[src/sbr_pkg.sv]
// Package for the supply status, interrupt mask/source and transceiver register bank.
// Assumes an internal register access port (address, read/write strobes, byte data) fed by the serial front end.
package sbr_pkg;
    localparam logic [7:0] ADDR_SUPPLY_STATUS = 8'h1B;
    localparam logic [7:0] ADDR_IRQ_ENABLE_A = 8'h1D;
    localparam logic [7:0] ADDR_IRQ_ENABLE_B = 8'h1E;
    localparam logic [7:0] ADDR_IRQ_SOURCE_A = 8'h21;
    localparam logic [7:0] ADDR_IRQ_SOURCE_B = 8'h22;
    localparam logic [7:0] ADDR_XCVR_CTRL = 8'h24;
    localparam logic [7:0] ADDR_MODE_CONTROL = 8'h10;
    localparam logic [7:0] ADDR_MODE_CONTROL_VERIFY = 8'h11;
    localparam int SUP_VB0 = 0;
    localparam int SUP_VB1 = 1;
    localparam int SUP_V2 = 2;
    localparam int SUP_V3 = 3;
    localparam logic [3:0] SUPPLY_POR = 4'h1;
    localparam int XCVR_TOT = 3;
    localparam logic [2:0] XCVR_TERM_BAT = 3'h0;
    localparam logic [2:0] XCVR_RX_ONLY = 3'h2;
    localparam logic [2:0] XCVR_RX_TX = 3'h3;
    localparam logic [2:0] WD_DISABLE_KEY = 3'h3;
    localparam int CLOCK_HZ = 40000000;
    localparam int NR_TIMEOUT_MS = 75;
    localparam int NR_TIMEOUT_CYCLES = NR_TIMEOUT_MS * (CLOCK_HZ / 1000);
    typedef enum logic [1:0] {
        SBR_NORMAL_REQ = 2'b00,
        SBR_NORMAL = 2'b01,
        SBR_STANDBY = 2'b11,
        SBR_SLEEP = 2'b10
    } sbr_mode_t;
endpackage : sbr_pkg

[src/sbr_flag_if.sv]
// Interface carrying raw status conditions from the top to the latch module.
// Assumes all members are synchronous to clock.
`timescale 1ns/1ps
interface sbr_flag_if;
    logic [6:0] raw;
    logic [6:0] clr;
    logic [6:0] held;
    modport src (output raw, output clr, input held);
    modport latch (input raw, input clr, output held);
endinterface : sbr_flag_if

[src/sbr_sync3.sv]
// Three-stage synchroniser with agreement filter for asynchronous pins.
// Assumes the input may change at any time relative to clock.
`timescale 1ns/1ps
module sbr_sync3 #(
    parameter int W = 1
) (
    input wire logic clock,
    input wire logic rst_n,
    input wire logic [W-1:0] din,
    output logic [W-1:0] dout
);
    logic [W-1:0] s1_r, s2_r, s3_r, q_r, q_nxt;
    always_comb begin
        q_nxt = q_r;
        for (int i = 0; i < W; i++) begin
            if (s2_r[i] == s3_r[i]) begin
                q_nxt[i] = s3_r[i];
            end
        end
    end
    always_ff @(posedge clock or negedge rst_n) begin
        if (!rst_n) begin
            s1_r <= '0;
            s2_r <= '0;
            s3_r <= '0;
            q_r <= '0;
        end else begin
            s1_r <= din;
            s2_r <= s1_r;
            s3_r <= s2_r;
            q_r <= q_nxt;
        end
    end
    assign dout = q_r;
endmodule : sbr_sync3

[src/sbr_regs.sv]
// Supply status, interrupt mask/source and transceiver register bank.
// Assumes a byte-wide register port from the serial front end on the same clock; raw conditions from pins.
`timescale 1ns/1ps
module sbr_regs #(
    parameter int NR_TIMEOUT = sbr_pkg::NR_TIMEOUT_CYCLES
) (
    input wire logic clock,
    input wire logic rst_n,
    input wire logic reset_line_n,
    input wire logic [7:0] reg_addr,
    input wire logic reg_wr,
    input wire logic reg_rd,
    input wire logic [7:0] reg_wdata,
    output logic [7:0] reg_rdata,
    input wire logic trigger_word,
    input wire logic [1:0] trigger_mode,
    input wire logic second_regulator_on,
    input wire logic battery_switch_overtemp,
    input wire logic battery_low_condition,
    input wire logic battery_high_condition,
    input wire logic high_temp,
    input wire logic temp_prewarn,
    input wire logic bus_fault,
    input wire logic serial_error,
    input wire logic wake_event,
    input wire logic xcvr_overtemp,
    input wire logic xcvr_forced_term,
    output logic irq_n,
    output logic [2:0] xcvr_state,
    output logic [1:0] chip_mode,
    output logic watchdog_enabled,
    output logic first_regulator_on,
    output logic second_regulator_allowed
);
    import sbr_pkg::*;

    logic [10:0] pins_raw, pins;
    sbr_flag_if fl ();

    assign pins_raw = {xcvr_forced_term, xcvr_overtemp, wake_event, serial_error, bus_fault,
                       temp_prewarn, high_temp, battery_high_condition, battery_low_condition,
                       battery_switch_overtemp, second_regulator_on};
    sbr_sync3 #(.W(11)) u_sync (
        .clock(clock),
        .rst_n(rst_n),
        .din(pins_raw),
        .dout(pins)
    );

    logic rd_sup, rd_x, wr_x, wr_a, wr_b, wr_mc, wr_mcv;
    always_comb begin
        rd_sup = reg_rd && (reg_addr == ADDR_SUPPLY_STATUS);
        rd_x = reg_rd && (reg_addr == ADDR_XCVR_CTRL);
        wr_x = reg_wr && (reg_addr == ADDR_XCVR_CTRL);
        wr_a = reg_wr && (reg_addr == ADDR_IRQ_ENABLE_A);
        wr_b = reg_wr && (reg_addr == ADDR_IRQ_ENABLE_B);
        wr_mc = reg_wr && (reg_addr == ADDR_MODE_CONTROL);
        wr_mcv = reg_wr && (reg_addr == ADDR_MODE_CONTROL_VERIFY);
    end

    // Latched flags: 0 second regulator, 1 switch overtemp, 2 battery low, 3 xcvr overtemp
    assign fl.raw = {3'h0, pins[9], pins[2], pins[1], pins[0]};
    assign fl.clr = {3'h0, rd_x, rd_sup, rd_sup, rd_sup};
    sbr_latch #(.W(7)) u_latch (
        .clock(clock),
        .rst_n(rst_n),
        .reset_line_n(reset_line_n),
        .fl(fl.latch)
    );

    // Latched flags hold until their own register is read, bits 0 and 1 also until the reset line; set still wins over that read
    AST_SUP_LATCH_HOLD: assert property (@(posedge clock) disable iff (!rst_n)
        (fl.held[2] && !rd_sup) |=> fl.held[2])
        else $error("battery low flag lost before read");
    AST_SUP_CLEAR_ON_READ: assert property (@(posedge clock) disable iff (!rst_n)
        (rd_sup && pins[2:0] == 3'h0) |=> fl.held[2:0] == 3'h0)
        else $error("supply flags not cleared by read");
    AST_XCVR_OT_HOLD: assert property (@(posedge clock) disable iff (!rst_n)
        (fl.held[3] && !rd_x) |=> fl.held[3])
        else $error("transceiver overtemp flag lost before read");
    AST_XCVR_OT_CLEAR: assert property (@(posedge clock) disable iff (!rst_n)
        (rd_x && !pins[9]) |=> !fl.held[3])
        else $error("transceiver overtemp flag not cleared by read");

    logic [3:0] sup_view;
    always_comb begin
        sup_view = '0;
        sup_view[SUP_V2] = fl.held[0];
        sup_view[SUP_V3] = fl.held[1];
        sup_view[SUP_VB0] = fl.held[2];
        sup_view[SUP_VB1] = pins[3];
    end

    // Mask registers cleared by power-on and reset line
    logic [3:0] en_a_r, en_a_nxt;
    logic [2:0] en_b_r, en_b_nxt;
    always_comb begin
        en_a_nxt = en_a_r;
        en_b_nxt = en_b_r;
        if (!reset_line_n) begin
            en_a_nxt = '0;
            en_b_nxt = '0;
        end else begin
            if (wr_a) en_a_nxt = reg_wdata[3:0];
            if (wr_b) en_b_nxt = reg_wdata[2:0];
        end
    end
    always_ff @(posedge clock or negedge rst_n) begin
        if (!rst_n) begin
            en_a_r <= '0;
            en_b_r <= '0;
        end else begin
            en_a_r <= en_a_nxt;
            en_b_r <= en_b_nxt;
        end
    end

    // Source mirrors: no storage but A bit 0 (latched battery low, cleared by a supply status read); their own access cannot clear them
    logic [3:0] src_a;
    logic [2:0] src_b;
    always_comb begin
        src_a = {pins[3], pins[4], pins[5], fl.held[2]};
        src_b = {pins[6], pins[7], pins[8]};
    end

    // Chip mode and watchdog
    sbr_mode_t mode_r, mode_nxt;
    logic [31:0] nr_cnt_r, nr_cnt_nxt;
    logic wd_en_r, wd_en_nxt, key_armed_r, key_armed_nxt;
    always_comb begin
        mode_nxt = mode_r;
        nr_cnt_nxt = nr_cnt_r;
        wd_en_nxt = wd_en_r;
        key_armed_nxt = key_armed_r;
        unique case (mode_r)
            SBR_NORMAL_REQ: begin
                if (trigger_word) begin
                    mode_nxt = SBR_NORMAL;
                    nr_cnt_nxt = '0;
                end else if (nr_cnt_r >= 32'(NR_TIMEOUT - 1)) begin
                    mode_nxt = SBR_SLEEP;
                end else begin
                    nr_cnt_nxt = nr_cnt_r + 32'h1;
                end
            end
            SBR_NORMAL, SBR_STANDBY: begin
                if (trigger_word) begin
                    mode_nxt = sbr_mode_t'(trigger_mode);
                end
            end
            SBR_SLEEP: begin
                mode_nxt = SBR_SLEEP;
            end
        endcase
        if (wr_mc) begin
            key_armed_nxt = (reg_wdata[2:0] == WD_DISABLE_KEY) && (mode_r == SBR_STANDBY);
        end else if (wr_mcv) begin
            key_armed_nxt = 1'b0;
            if (key_armed_r && reg_wdata[2:0] == WD_DISABLE_KEY && mode_r == SBR_STANDBY) begin
                wd_en_nxt = 1'b0;
            end
        end
        if (!wd_en_r) begin
            mode_nxt = SBR_STANDBY;
        end
    end
    always_ff @(posedge clock or negedge rst_n) begin
        if (!rst_n) begin
            mode_r <= SBR_NORMAL_REQ;
            nr_cnt_r <= '0;
            wd_en_r <= 1'b1;
            key_armed_r <= 1'b0;
        end else begin
            mode_r <= mode_nxt;
            nr_cnt_r <= nr_cnt_nxt;
            wd_en_r <= wd_en_nxt;
            key_armed_r <= key_armed_nxt;
        end
    end

    // Transceiver control; the reset line does not touch it
    logic [2:0] xsel_r, xsel_nxt, xstate;
    logic force_term;
    always_comb begin
        force_term = pins[10] || !wd_en_r || (mode_r == SBR_SLEEP);
        xsel_nxt = xsel_r;
        if (wr_x) xsel_nxt = reg_wdata[2:0];
        if (force_term) xsel_nxt[1:0] = 2'h0;
        xstate = force_term ? XCVR_TERM_BAT : xsel_r;
    end
    always_ff @(posedge clock or negedge rst_n) begin
        if (!rst_n) begin
            xsel_r <= '0;
        end else begin
            xsel_r <= xsel_nxt;
        end
    end

    // Outputs all registered
    logic [7:0] rdata_nxt;
    logic irq_n_nxt;
    always_comb begin
        rdata_nxt = reg_rdata;
        if (reg_rd) begin
            unique case (reg_addr)
                ADDR_SUPPLY_STATUS: rdata_nxt = {4'h0, sup_view};
                ADDR_IRQ_ENABLE_A: rdata_nxt = {4'h0, en_a_r};
                ADDR_IRQ_ENABLE_B: rdata_nxt = {5'h00, en_b_r};
                ADDR_IRQ_SOURCE_A: rdata_nxt = {4'h0, src_a};
                ADDR_IRQ_SOURCE_B: rdata_nxt = {5'h00, src_b};
                ADDR_XCVR_CTRL: rdata_nxt = {4'h0, fl.held[3], xstate};
                default: rdata_nxt = 8'h00;
            endcase
        end
        irq_n_nxt = !(|(src_a & en_a_r) || |(src_b & en_b_r));
    end
    always_ff @(posedge clock or negedge rst_n) begin
        if (!rst_n) begin
            reg_rdata <= '0;
            irq_n <= 1'b1;
            xcvr_state <= '0;
            chip_mode <= SBR_NORMAL_REQ;
            watchdog_enabled <= 1'b1;
            first_regulator_on <= 1'b1;
            second_regulator_allowed <= 1'b1;
        end else begin
            reg_rdata <= rdata_nxt;
            irq_n <= irq_n_nxt;
            xcvr_state <= xstate;
            chip_mode <= mode_r;
            watchdog_enabled <= wd_en_r;
            first_regulator_on <= (mode_r != SBR_SLEEP);
            second_regulator_allowed <= wd_en_r && (mode_r != SBR_SLEEP);
        end
    end

    AST_IRQ_MASKED: assert property (@(posedge clock) disable iff (!rst_n)
        (en_a_r == 4'h0 && en_b_r == 3'h0) |=> irq_n)
        else $error("interrupt raised with all masks clear");
    AST_MASK_RESET_LINE: assert property (@(posedge clock) disable iff (!rst_n)
        !reset_line_n |=> (en_a_r == 4'h0 && en_b_r == 3'h0))
        else $error("masks not cleared by reset line");
    AST_MASK_WRITE: assert property (@(posedge clock) disable iff (!rst_n)
        (wr_a && reset_line_n) |=> en_a_r == $past(reg_wdata[3:0]))
        else $error("mask A write lost");
    // Only a pin change may move the copy; the battery-low bit is held out while it can still set
    AST_SRC_STABLE: assert property (@(posedge clock) disable iff (!rst_n)
        (reg_rd && reg_addr == ADDR_IRQ_SOURCE_A && !pins[2]) |=> (!$stable(pins[5:3]) || $stable(src_a)))
        else $error("source read changed contents");
    AST_XCVR_TERM: assert property (@(posedge clock) disable iff (!rst_n)
        force_term |=> xsel_r[1:0] == 2'h0)
        else $error("forced termination kept control bits");
    AST_XCVR_STATE: assert property (@(posedge clock) disable iff (!rst_n)
        force_term |=> xcvr_state == XCVR_TERM_BAT)
        else $error("transceiver not terminated when forced");
    AST_WD_STANDBY_ONLY: assert property (@(posedge clock) disable iff (!rst_n)
        (wd_en_r && mode_r != SBR_STANDBY) |=> wd_en_r)
        else $error("watchdog disabled outside stand-by");
    AST_NO_WD_STANDBY: assert property (@(posedge clock) disable iff (!rst_n)
        !wd_en_r |=> ##1 (mode_r == SBR_STANDBY && !second_regulator_allowed))
        else $error("disabled watchdog left stand-by");
    AST_NR_TIMEOUT: assert property (@(posedge clock) disable iff (!rst_n)
        (mode_r == SBR_NORMAL_REQ && nr_cnt_r >= 32'(NR_TIMEOUT - 1) && !trigger_word)
        |=> mode_r == SBR_SLEEP ##1 !first_regulator_on)
        else $error("normal request timeout not taken");
    AST_SUP_READ: assert property (@(posedge clock) disable iff (!rst_n)
        (rd_sup && !pins[3]) |=> reg_rdata[3:0] == $past(sup_view))
        else $error("supply status read wrong");

    // Register view, mask, interrupt, transceiver and mode checks; the view checks compare against the synchronised pins
    AST_SUP_VB1_LIVE: assert property (@(posedge clock) disable iff (!rst_n)
        rd_sup |=> reg_rdata[SUP_VB1] == $past(pins[3]))
        else $error("over-voltage bit not live");
    AST_MASK_B_WRITE: assert property (@(posedge clock) disable iff (!rst_n)
        (wr_b && reset_line_n) |=> en_b_r == $past(reg_wdata[2:0]))
        else $error("mask B write lost");
    AST_IRQ_ACTIVE: assert property (@(posedge clock) disable iff (!rst_n)
        (((src_a & en_a_r) != 4'h0) || ((src_b & en_b_r) != 3'h0)) |=> !irq_n)
        else $error("enabled source gave no interrupt");
    AST_SRC_B_COPY: assert property (@(posedge clock) disable iff (!rst_n)
        (reg_rd && reg_addr == ADDR_IRQ_SOURCE_B)
        |=> reg_rdata == {5'h00, $past(pins[6]), $past(pins[7]), $past(pins[8])})
        else $error("source B copy wrong");
    AST_XCVR_WRITE: assert property (@(posedge clock) disable iff (!rst_n)
        (wr_x && !force_term) |=> xsel_r == $past(reg_wdata[2:0]))
        else $error("transceiver control write lost");
    AST_XCVR_KEEP: assert property (@(posedge clock) disable iff (!rst_n)
        (!reset_line_n && !wr_x && !force_term) |=> $stable(xsel_r))
        else $error("transceiver control moved under reset line");
    AST_SLEEP_TERM: assert property (@(posedge clock) disable iff (!rst_n)
        (mode_r == SBR_SLEEP) |=> xcvr_state == XCVR_TERM_BAT)
        else $error("transceiver active in sleep");
    AST_WD_DISABLE: assert property (@(posedge clock) disable iff (!rst_n)
        (wr_mcv && key_armed_r && reg_wdata[2:0] == WD_DISABLE_KEY && mode_r == SBR_STANDBY)
        |=> !wd_en_r)
        else $error("watchdog disable sequence ignored");
    AST_NR_TRIGGER: assert property (@(posedge clock) disable iff (!rst_n)
        (mode_r == SBR_NORMAL_REQ && trigger_word && wd_en_r) |=> mode_r == SBR_NORMAL)
        else $error("trigger word did not select normal mode");
    AST_REG1_ON: assert property (@(posedge clock) disable iff (!rst_n)
        (mode_r != SBR_SLEEP) |=> first_regulator_on)
        else $error("regulator one off outside sleep");
endmodule : sbr_regs

[src/sbr_latch.sv]
// Sticky flag bank: raw set wins over clear; power-on sets the battery-low flag.
// Assumes raw and clear are on clock; reset line clears bits 0 and 1 only.
`timescale 1ns/1ps
module sbr_latch #(
    parameter int W = 7
) (
    input wire logic clock,
    input wire logic rst_n,
    input wire logic reset_line_n,
    sbr_flag_if.latch fl
);
    import sbr_pkg::*;
    logic [W-1:0] q_r, q_nxt;
    always_comb begin
        q_nxt = q_r;
        for (int i = 0; i < W; i++) begin
            if (fl.clr[i]) q_nxt[i] = 1'b0;
            if (fl.raw[i]) q_nxt[i] = 1'b1;
        end
        // Reset line clears second-regulator and switch-overtemp status only
        if (!reset_line_n) q_nxt[1:0] = 2'h0;
    end
    always_ff @(posedge clock or negedge rst_n) begin
        if (!rst_n) begin
            q_r <= W'(3'h4);
        end else begin
            q_r <= q_nxt;
        end
    end
    assign fl.held = q_r;
endmodule : sbr_latch

[config.mk]
export PLATFORM = sky130hd
export DESIGN_NAME = sbr_regs
export DESIGN_NICKNAME = d
export VERILOG_FILES = /design/src/sbr_pkg.sv /design/src/sbr_flag_if.sv /design/src/sbr_sync3.sv /design/src/sbr_regs.sv /design/src/sbr_latch.sv
export SDC_FILE = /design/constraint.sdc
export NUM_CORES = 1
export LEC_CHECK = 0
export ABC_AREA = 1
export ABC_CLOCK_PERIOD_IN_PS = 1820
export BUFFER_PORTS_ARGS = -buffer_cell sky130_fd_sc_hd__buf_2
export CAP_MARGIN = 20
export CELL_PAD_IN_SITES_DETAIL_PLACEMENT = 0
export CELL_PAD_IN_SITES_GLOBAL_PLACEMENT = 1
export CORE_MARGIN = 3
export CORE_UTILIZATION = 44
export CTS_CLUSTER_DIAMETER = 200
export DETAILED_ROUTE_END_ITERATION = 10
export GPL_TIMING_DRIVEN = 0
export PLACE_DENSITY = 0.8
export SYNTH_ARGS = -nofsm -noshare
export SYNTH_HDL_FRONTEND = slang
export SYNTH_HIERARCHICAL = 1
export SYNTH_SLANG_ARGS = --single-unit
[constraint.sdc]
create_clock -name clock -period 1.82 [get_ports clock]
set_clock_uncertainty 0.05 [all_clocks]
set_input_delay 0 -clock clock [delete_from_list [all_inputs] [get_ports clock]]
set_output_delay 0 -clock clock [all_outputs]
set_load 0.005 [all_outputs]
==> results of run 1 <==
-- worst paths after layout --
path	start	endpoint
worst min-delay path	trigger_word	nr_cnt_r[17]
worst max register to register	nr_cnt_r[1]	nr_cnt_r[12]
worst min register to register	u_sync/s1_r[4]	u_sync/s2_r[4]
max in group asynchronous	rst_n	u_latch/fl.held[2]
worst max-delay path	nr_cnt_r[1]	nr_cnt_r[12]
min in group asynchronous	rst_n	u_sync/s3_r[4]
-- power breakdown --
group,switching (mW),internal (mW),total [mW]
logic,0.211,0.166,0.376
clock network,0.868,0.528,1.40
registers,0.0959,2.49,2.59
total,1.17,3.19,4.36
-- worst max-delay path: cells and delay by family, from the launching register on --
family,cells,cell delay [ns]
buffers and inverters,1,0.16
adders and majority gates,1,0.19
and+or+nand+nor,11,0.84
DFF,1,0.43
-- final cells by class --
type	count	area, µm²	area share
sequential	107	2690	0.464
clock buffer	10	128	0.0221
multi-input combinational	408	1830	0.317
timing repair buffer	75	541	0.0934
inverter	72	270	0.0467
buffer	14	101	0.0175
tap	136	170	0.0294
clock inverter	6	57.6	0.00995
-- per-stage QoR --
stage	setup TNS (ns)	area, µm²
6_report	0	5790
3_5_place_dp	-2.16	5260
5_1_grt	-1.49	5790
4_1_cts	0	5720
2_1_floorplan	0	4850
3_3_place_gp	-46.67	5230
-- repair_timing --
action	CTS	global route
hold buffers	24	0
endpoints found under the setup margin	31	31
setup buffers	4	4
gates resized for setup	3	7
pin swaps	1	4
hold endpoints to repair	78	0
-- per-layer routing --
metal  global-route usage  vias up
li1                     -     2013
met1                0.265     1822
met2                0.271      103
met3               0.0371       10
met4               0.0493        0
met5                    0        -
-- registers in the layout (all words and copies together) (netlist names), 2 cells and up --
name / cells
nr_cnt_r: 32
u_sync/dout: 11
u_sync/s1_r: 11
u_sync/s2_r: 11
u_sync/s3_r: 11
en_a_r: 4
reg_rdata: 4
u_latch/fl.held: 4
en_b_r: 3
xcvr_state: 3
xsel_r: 3
chip_mode: 2
mode_r: 2
-- cells in the final DEF (no fill, tap or decap), types with 2 or more instances in the layout --
| cell | count |
|---|---|
| sky130_fd_sc_hd__dfstp_2 | 6 |
| sky130_fd_sc_hd__nand4_1 | 4 |
| sky130_fd_sc_hd__nor2_2 | 14 |
| sky130_fd_sc_hd__nand2_4 | 3 |
| sky130_fd_sc_hd__nand3_1 | 53 |
| sky130_fd_sc_hd__inv_1 | 71 |
| sky130_fd_sc_hd__xor2_1 | 7 |
| sky130_fd_sc_hd__xnor2_1 | 3 |
| sky130_fd_sc_hd__nor2_4 | 2 |
| sky130_fd_sc_hd__clkbuf_8 | 9 |
| sky130_fd_sc_hd__buf_4 | 15 |
| sky130_fd_sc_hd__conb_1 | 4 |
| sky130_fd_sc_hd__a21oi_1 | 18 |
| sky130_fd_sc_hd__inv_6 | 2 |
| sky130_fd_sc_hd__o21bai_1 | 2 |
| sky130_fd_sc_hd__nand2_1 | 178 |
| sky130_fd_sc_hd__dfrtp_1 | 101 |
| sky130_fd_sc_hd__buf_6 | 2 |
| sky130_fd_sc_hd__nor3_1 | 4 |
| sky130_fd_sc_hd__clkbuf_1 | 6 |
| sky130_fd_sc_hd__o21ai_0 | 15 |
| sky130_fd_sc_hd__dlygate4sd3_1 | 24 |
| sky130_fd_sc_hd__buf_2 | 41 |
| sky130_fd_sc_hd__nor2_1 | 92 |
==> flow_metrics.tcl, run 1 <==
set metrics [dict create \
    placedCellCount 780 \
    worst_pin_slew_ns 0.647 \
    hold_path.class "in2reg" \
    route.antenna.remaining_nets 0 \
    iteration_0_drc_count_of_the_detailed_router 211 \
    timing.critical_path.slowest_cell_delay_ns 0.43 \
    initial_core_util 0.461 \
    crit_arrival_ns 2.00 \
    place_worst_setup_slack_ns -0.121 \
    detailedRoute.firstPassIterationCount 5 \
    wire_length_on_met3_um 597 \
    tritoncts "done" \
    timing.final.setup_violations 0 \
    layout-area-overhead-vs-synth_pct 19.5 \
    place_congestion 0.876 \
    irDropWorstVdd_mv 0.445 \
    fillCellCount 985 \
    worst_path_most_repeated_cell "sky130_fd_sc_hd__nand2_1" \
    numCtsBuffers 9 \
    grt_first_pass_wirelength_um 18300 \
    row_count 37 \
    maxCapViolCount 0 \
    reg2reg_slack_ns 0.04 \
    antenna_found_initial 0 \
    die_x_um 111 \
    worstSetupStartpointType "flip-flop" \
    drive_above_1_share 0.150 \
    finalCriticalPeriod_ns 1.78 \
    post_drt_via_cell_ratio 4.77 \
    met2_length_um 4600 \
    cp.required_ns 2.05 \
    core_area_um2 10500 \
    diodes 0 \
    grt_setup_unrepaired "yes" \
    cts_root_buffer_type "sky130_fd_sc_hd__clkbuf_8" \
    cpMaxStageDelayCell "sky130_fd_sc_hd__dfrtp_1" \
    grt_remaining_overflow 0 \
    wl_met1_um 5350 \
    syn-instance-count 598 \
    layout_setup_ws_ns 0.0447 \
    clkSlewWorstSetupHoldPaths_ns 0.11 \
    clockBufferDepth 2 \
    power_mw 4.36 \
    maxClockFrequency_ghz 0.563 \
    topRoutingLayerUsed "met4" \
    first_global_vias 3829 \
    hpwlAfterDp_um 7470 \
    wl_per_cell_um 12.9 \
    slew_headroom 0.569 \
    grt_use_total 0.180 \
    port_buffers 42 \
    grt_start_max_net_pins 60 \
    drt-total-wl_um 10700 \
    syn_area_um2 4840 \
    power.density_nw_per_um2 754 \
    synth-warning-count 6 \
    dieHeight_um 111 \
    hold_path_depth 4 \
    syn-mean-instance-area_um2 8.09 \
    dr_total_vias 3948 \
    timing.critical_path.fanout_max 10 \
    top_level_ports 52 \
    layout.nets 723 \
    worstSetupPathType "reg2reg" \
    status "finished clean" \
    report.final.slew_viol_count 0 \
    route.detailed.drc 0 \
    power_leakage_nw 2.90 \
    timing.critical_path.cells "ha_4 -> nand2_4 -> nor2_4 -> nand2_1 -> nand2_1 -> nand2_1 -> nand2_1 -> nand2_2 -> nand2_4 -> nand2_4 -> buf_6 -> nand2_1 -> nand2_1" \
    post-route-util 0.551 \
    worstRegToRegCells 13 \
    clock_sinks 107 \
    period_share 0.975 \
    die-area_um2 12300 \
    worst_skew_pair.late_latency_ns 0.38 \
    htree_num_levels 3 \
    endpoint_kind "flip-flop" \
    finalHoldViolCount 0 \
    whs_ns 0.0201 \
    layout.cells.non_filler 828 \
]
Note: power is estimated with default switching activity, not from simulation.
==> run 2, diff against run 1 <==
==> constraint.sdc (replaced) <==
create_clock -name clock -period 1.82 [get_ports clock]
set_clock_uncertainty 0.05 [all_clocks]
set_input_delay 0.091 -clock clock [delete_from_list [all_inputs] [get_ports clock]]
set_output_delay 0.091 -clock clock [all_outputs]
set_load 0.005 [all_outputs]
==> run 2 against run 1 <==
Against the previous run:
- sequential power barely moved
- critical path depth is the same
- highest routed layer unchanged
- wire length decreased by 0.70%
- largest cell class unchanged
- die area unchanged
- combinational power is 2% lower
- worst hold slack improved by 0.0068 ns
- global-route usage hardly changed
- power decreased by 0.16%
- non-clock buffer count shrank 4
- design area fell by 0.69%
==> flow_metrics.tcl, run 2 (same netlist as run 1, synthesis figures left out) <==
set metrics [dict create \
    layout.cells.non_filler 824 \
    holdPathEnd "mode_r[1]" \
    clkSlewWorstSetupHoldPaths_ns 0.10 \
    top_level_ports 52 \
    htree_num_levels 3 \
    place_congestion 0.876 \
    row_count 37 \
    dr_total_vias 3902 \
    slew_headroom 0.568 \
    power_leakage_nw 2.88 \
    grt_setup_unrepaired "yes" \
    worst_skew_pair.late_latency_ns 0.38 \
    first_global_vias 3814 \
    maxCapViolCount 0 \
    detailedRoute.firstPassIterationCount 5 \
    numCtsBuffers 9 \
    period_share 0.983 \
    die_x_um 111 \
    largest_register_ff_count 32 \
    crit-reg2reg-launch "nr_cnt_r[1]" \
    place_worst_setup_slack_ns -0.121 \
    worst_pin_slew_ns 0.647 \
    port_buffers 42 \
    cts_root_buffer_type "sky130_fd_sc_hd__clkbuf_8" \
    drt-total-wl_um 10600 \
    cp.required_ns 2.04 \
    core_area_um2 10500 \
    status "finished clean" \
    post_drt_via_cell_ratio 4.74 \
    r2r_end "nr_cnt_r[12]" \
    drive_above_1_share 0.151 \
    layout-area-overhead-vs-synth_pct 18.7 \
    initial_core_util 0.461 \
    power.density_nw_per_um2 758 \
    timing.critical_path.fanout_max 10 \
    endpoint_kind "flip-flop" \
    wl_per_cell_um 12.9 \
    diodes 0 \
    reg_with_most_ffs "nr_cnt_r" \
    final_cell_mix "178 x sky130_fd_sc_hd__nand2_1, 101 x sky130_fd_sc_hd__dfrtp_1, 92 x sky130_fd_sc_hd__nor2_1, 71 x sky130_fd_sc_hd__inv_1, 53 x sky130_fd_sc_hd__nand3_1" \
    iteration_0_drc_count_of_the_detailed_router 224 \
    tritoncts "done" \
    grt_start_max_net_pins 60 \
    timing.final.setup_violations 0 \
    placedCellCount 780 \
    antenna_found_initial 0 \
    hpwlAfterDp_um 7470 \
    hold_path_depth 5 \
    grt_remaining_overflow 0 \
    finalHoldViolCount 0 \
    clockBufferDepth 2 \
    worstSetupPathType "reg2reg" \
    reg2reg_slack_ns 0.03 \
    worstRegToRegCells 13 \
    finalCriticalPeriod_ns 1.79 \
    source_of_the_worst_hold_timing_path "trigger_mode[1]" \
    report.final.slew_viol_count 0 \
    irDropWorstVdd_mv 0.448 \
    crit_arrival_ns 2.01 \
    route.antenna.remaining_nets 0 \
    layout.nets 719 \
    power_mw 4.35 \
    grt_use_total 0.180 \
    layout_setup_ws_ns 0.0313 \
    grt_first_pass_wirelength_um 18300 \
    fillCellCount 989 \
    worstSetupStartpointType "flip-flop" \
    hold_path.class "in2reg" \
    dieHeight_um 111 \
    layout_commonest_cell "sky130_fd_sc_hd__nand2_1" \
    route.detailed.drc 0 \
    die-area_um2 12300 \
    maxClockFrequency_ghz 0.559 \
    clock_sinks 107 \
    whs_ns 0.0269 \
]
run 2: worst max path at each step:
stage / startpoint / endpoint / slack, ns / cells after the start
after global routing: nr_cnt_r[1] / nr_cnt_r[0] / -0.09 / 13
final: nr_cnt_r[1] / nr_cnt_r[12] / 0.03 / 13
after global placement: rst_n / nr_cnt_r[14] / -0.54 / 1
after floorplan: nr_cnt_r[0] / nr_cnt_r[18] / 0.18 / 13
after detailed placement: nr_cnt_r[0] / nr_cnt_r[10] / -0.12 / 10
after CTS: nr_cnt_r[1] / nr_cnt_r[12] / 0.02 / 13
run 2: critical path: stages, from the launching register on:
cell	delay (ns)
sky130_fd_sc_hd__dfrtp_1	0.44
sky130_fd_sc_hd__ha_4	0.19
sky130_fd_sc_hd__nand2_4	0.06
sky130_fd_sc_hd__nor2_4	0.15
sky130_fd_sc_hd__nand2_1	0.06
sky130_fd_sc_hd__nand2_1	0.05
sky130_fd_sc_hd__nand2_1	0.05
sky130_fd_sc_hd__nand2_1	0.08
sky130_fd_sc_hd__nand2_2	0.09
sky130_fd_sc_hd__nand2_4	0.11
sky130_fd_sc_hd__nand2_4	0.08
sky130_fd_sc_hd__buf_6	0.16
sky130_fd_sc_hd__nand2_1	0.06
sky130_fd_sc_hd__nand2_1	0.06
run 2: per-layer routing:
layer	GRT usage	vias up	part of all wire
li1	-	2004	-
met1	0.265	1806	0.50
met2	0.270	82	0.44
met3	0.0377	10	0.049
met4	0.0493	0	0.012
met5	0	-	0
run 2: power by group:
group	internal, mW	switching (mW)
registers	2.49	0.0961
logic	0.160	0.209
clock network	0.527	0.867
run 2: cell type report:
class                   count  area, µm²  area share
flip-flops and latches    107       2690       0.467
multi-input cells         408       1830       0.319
repair buffers             71        500      0.0871
inverters                  72        270      0.0470
well taps                 136        170      0.0296
clock buffers              10        128      0.0222
plain buffers              14        101      0.0176
clock inverters             6       57.6      0.0100
run 2: through the flow:
| step | cell area (µm²) | TNS, ns | utilization |
|---|---|---|---|
| floorplan | 4850 | 0 | - |
| global placement | 5230 | -55.86 | 0.498 |
| detailed placement | 5260 | -2.16 | 0.501 |
| CTS | 5680 | 0 | 0.541 |
| global route | 5750 | -1.49 | 0.547 |
| finish | 5750 | 0 | 0.547 |
run 2: repair_timing:
action	in CTS	in global routing
gates resized for setup	3	7
setup buffers	4	4
pin swaps	1	4
endpoints found under the setup margin	31	31
gates cloned	0	0
hold buffers	20	0
endpoints found under the hold margin	68	0
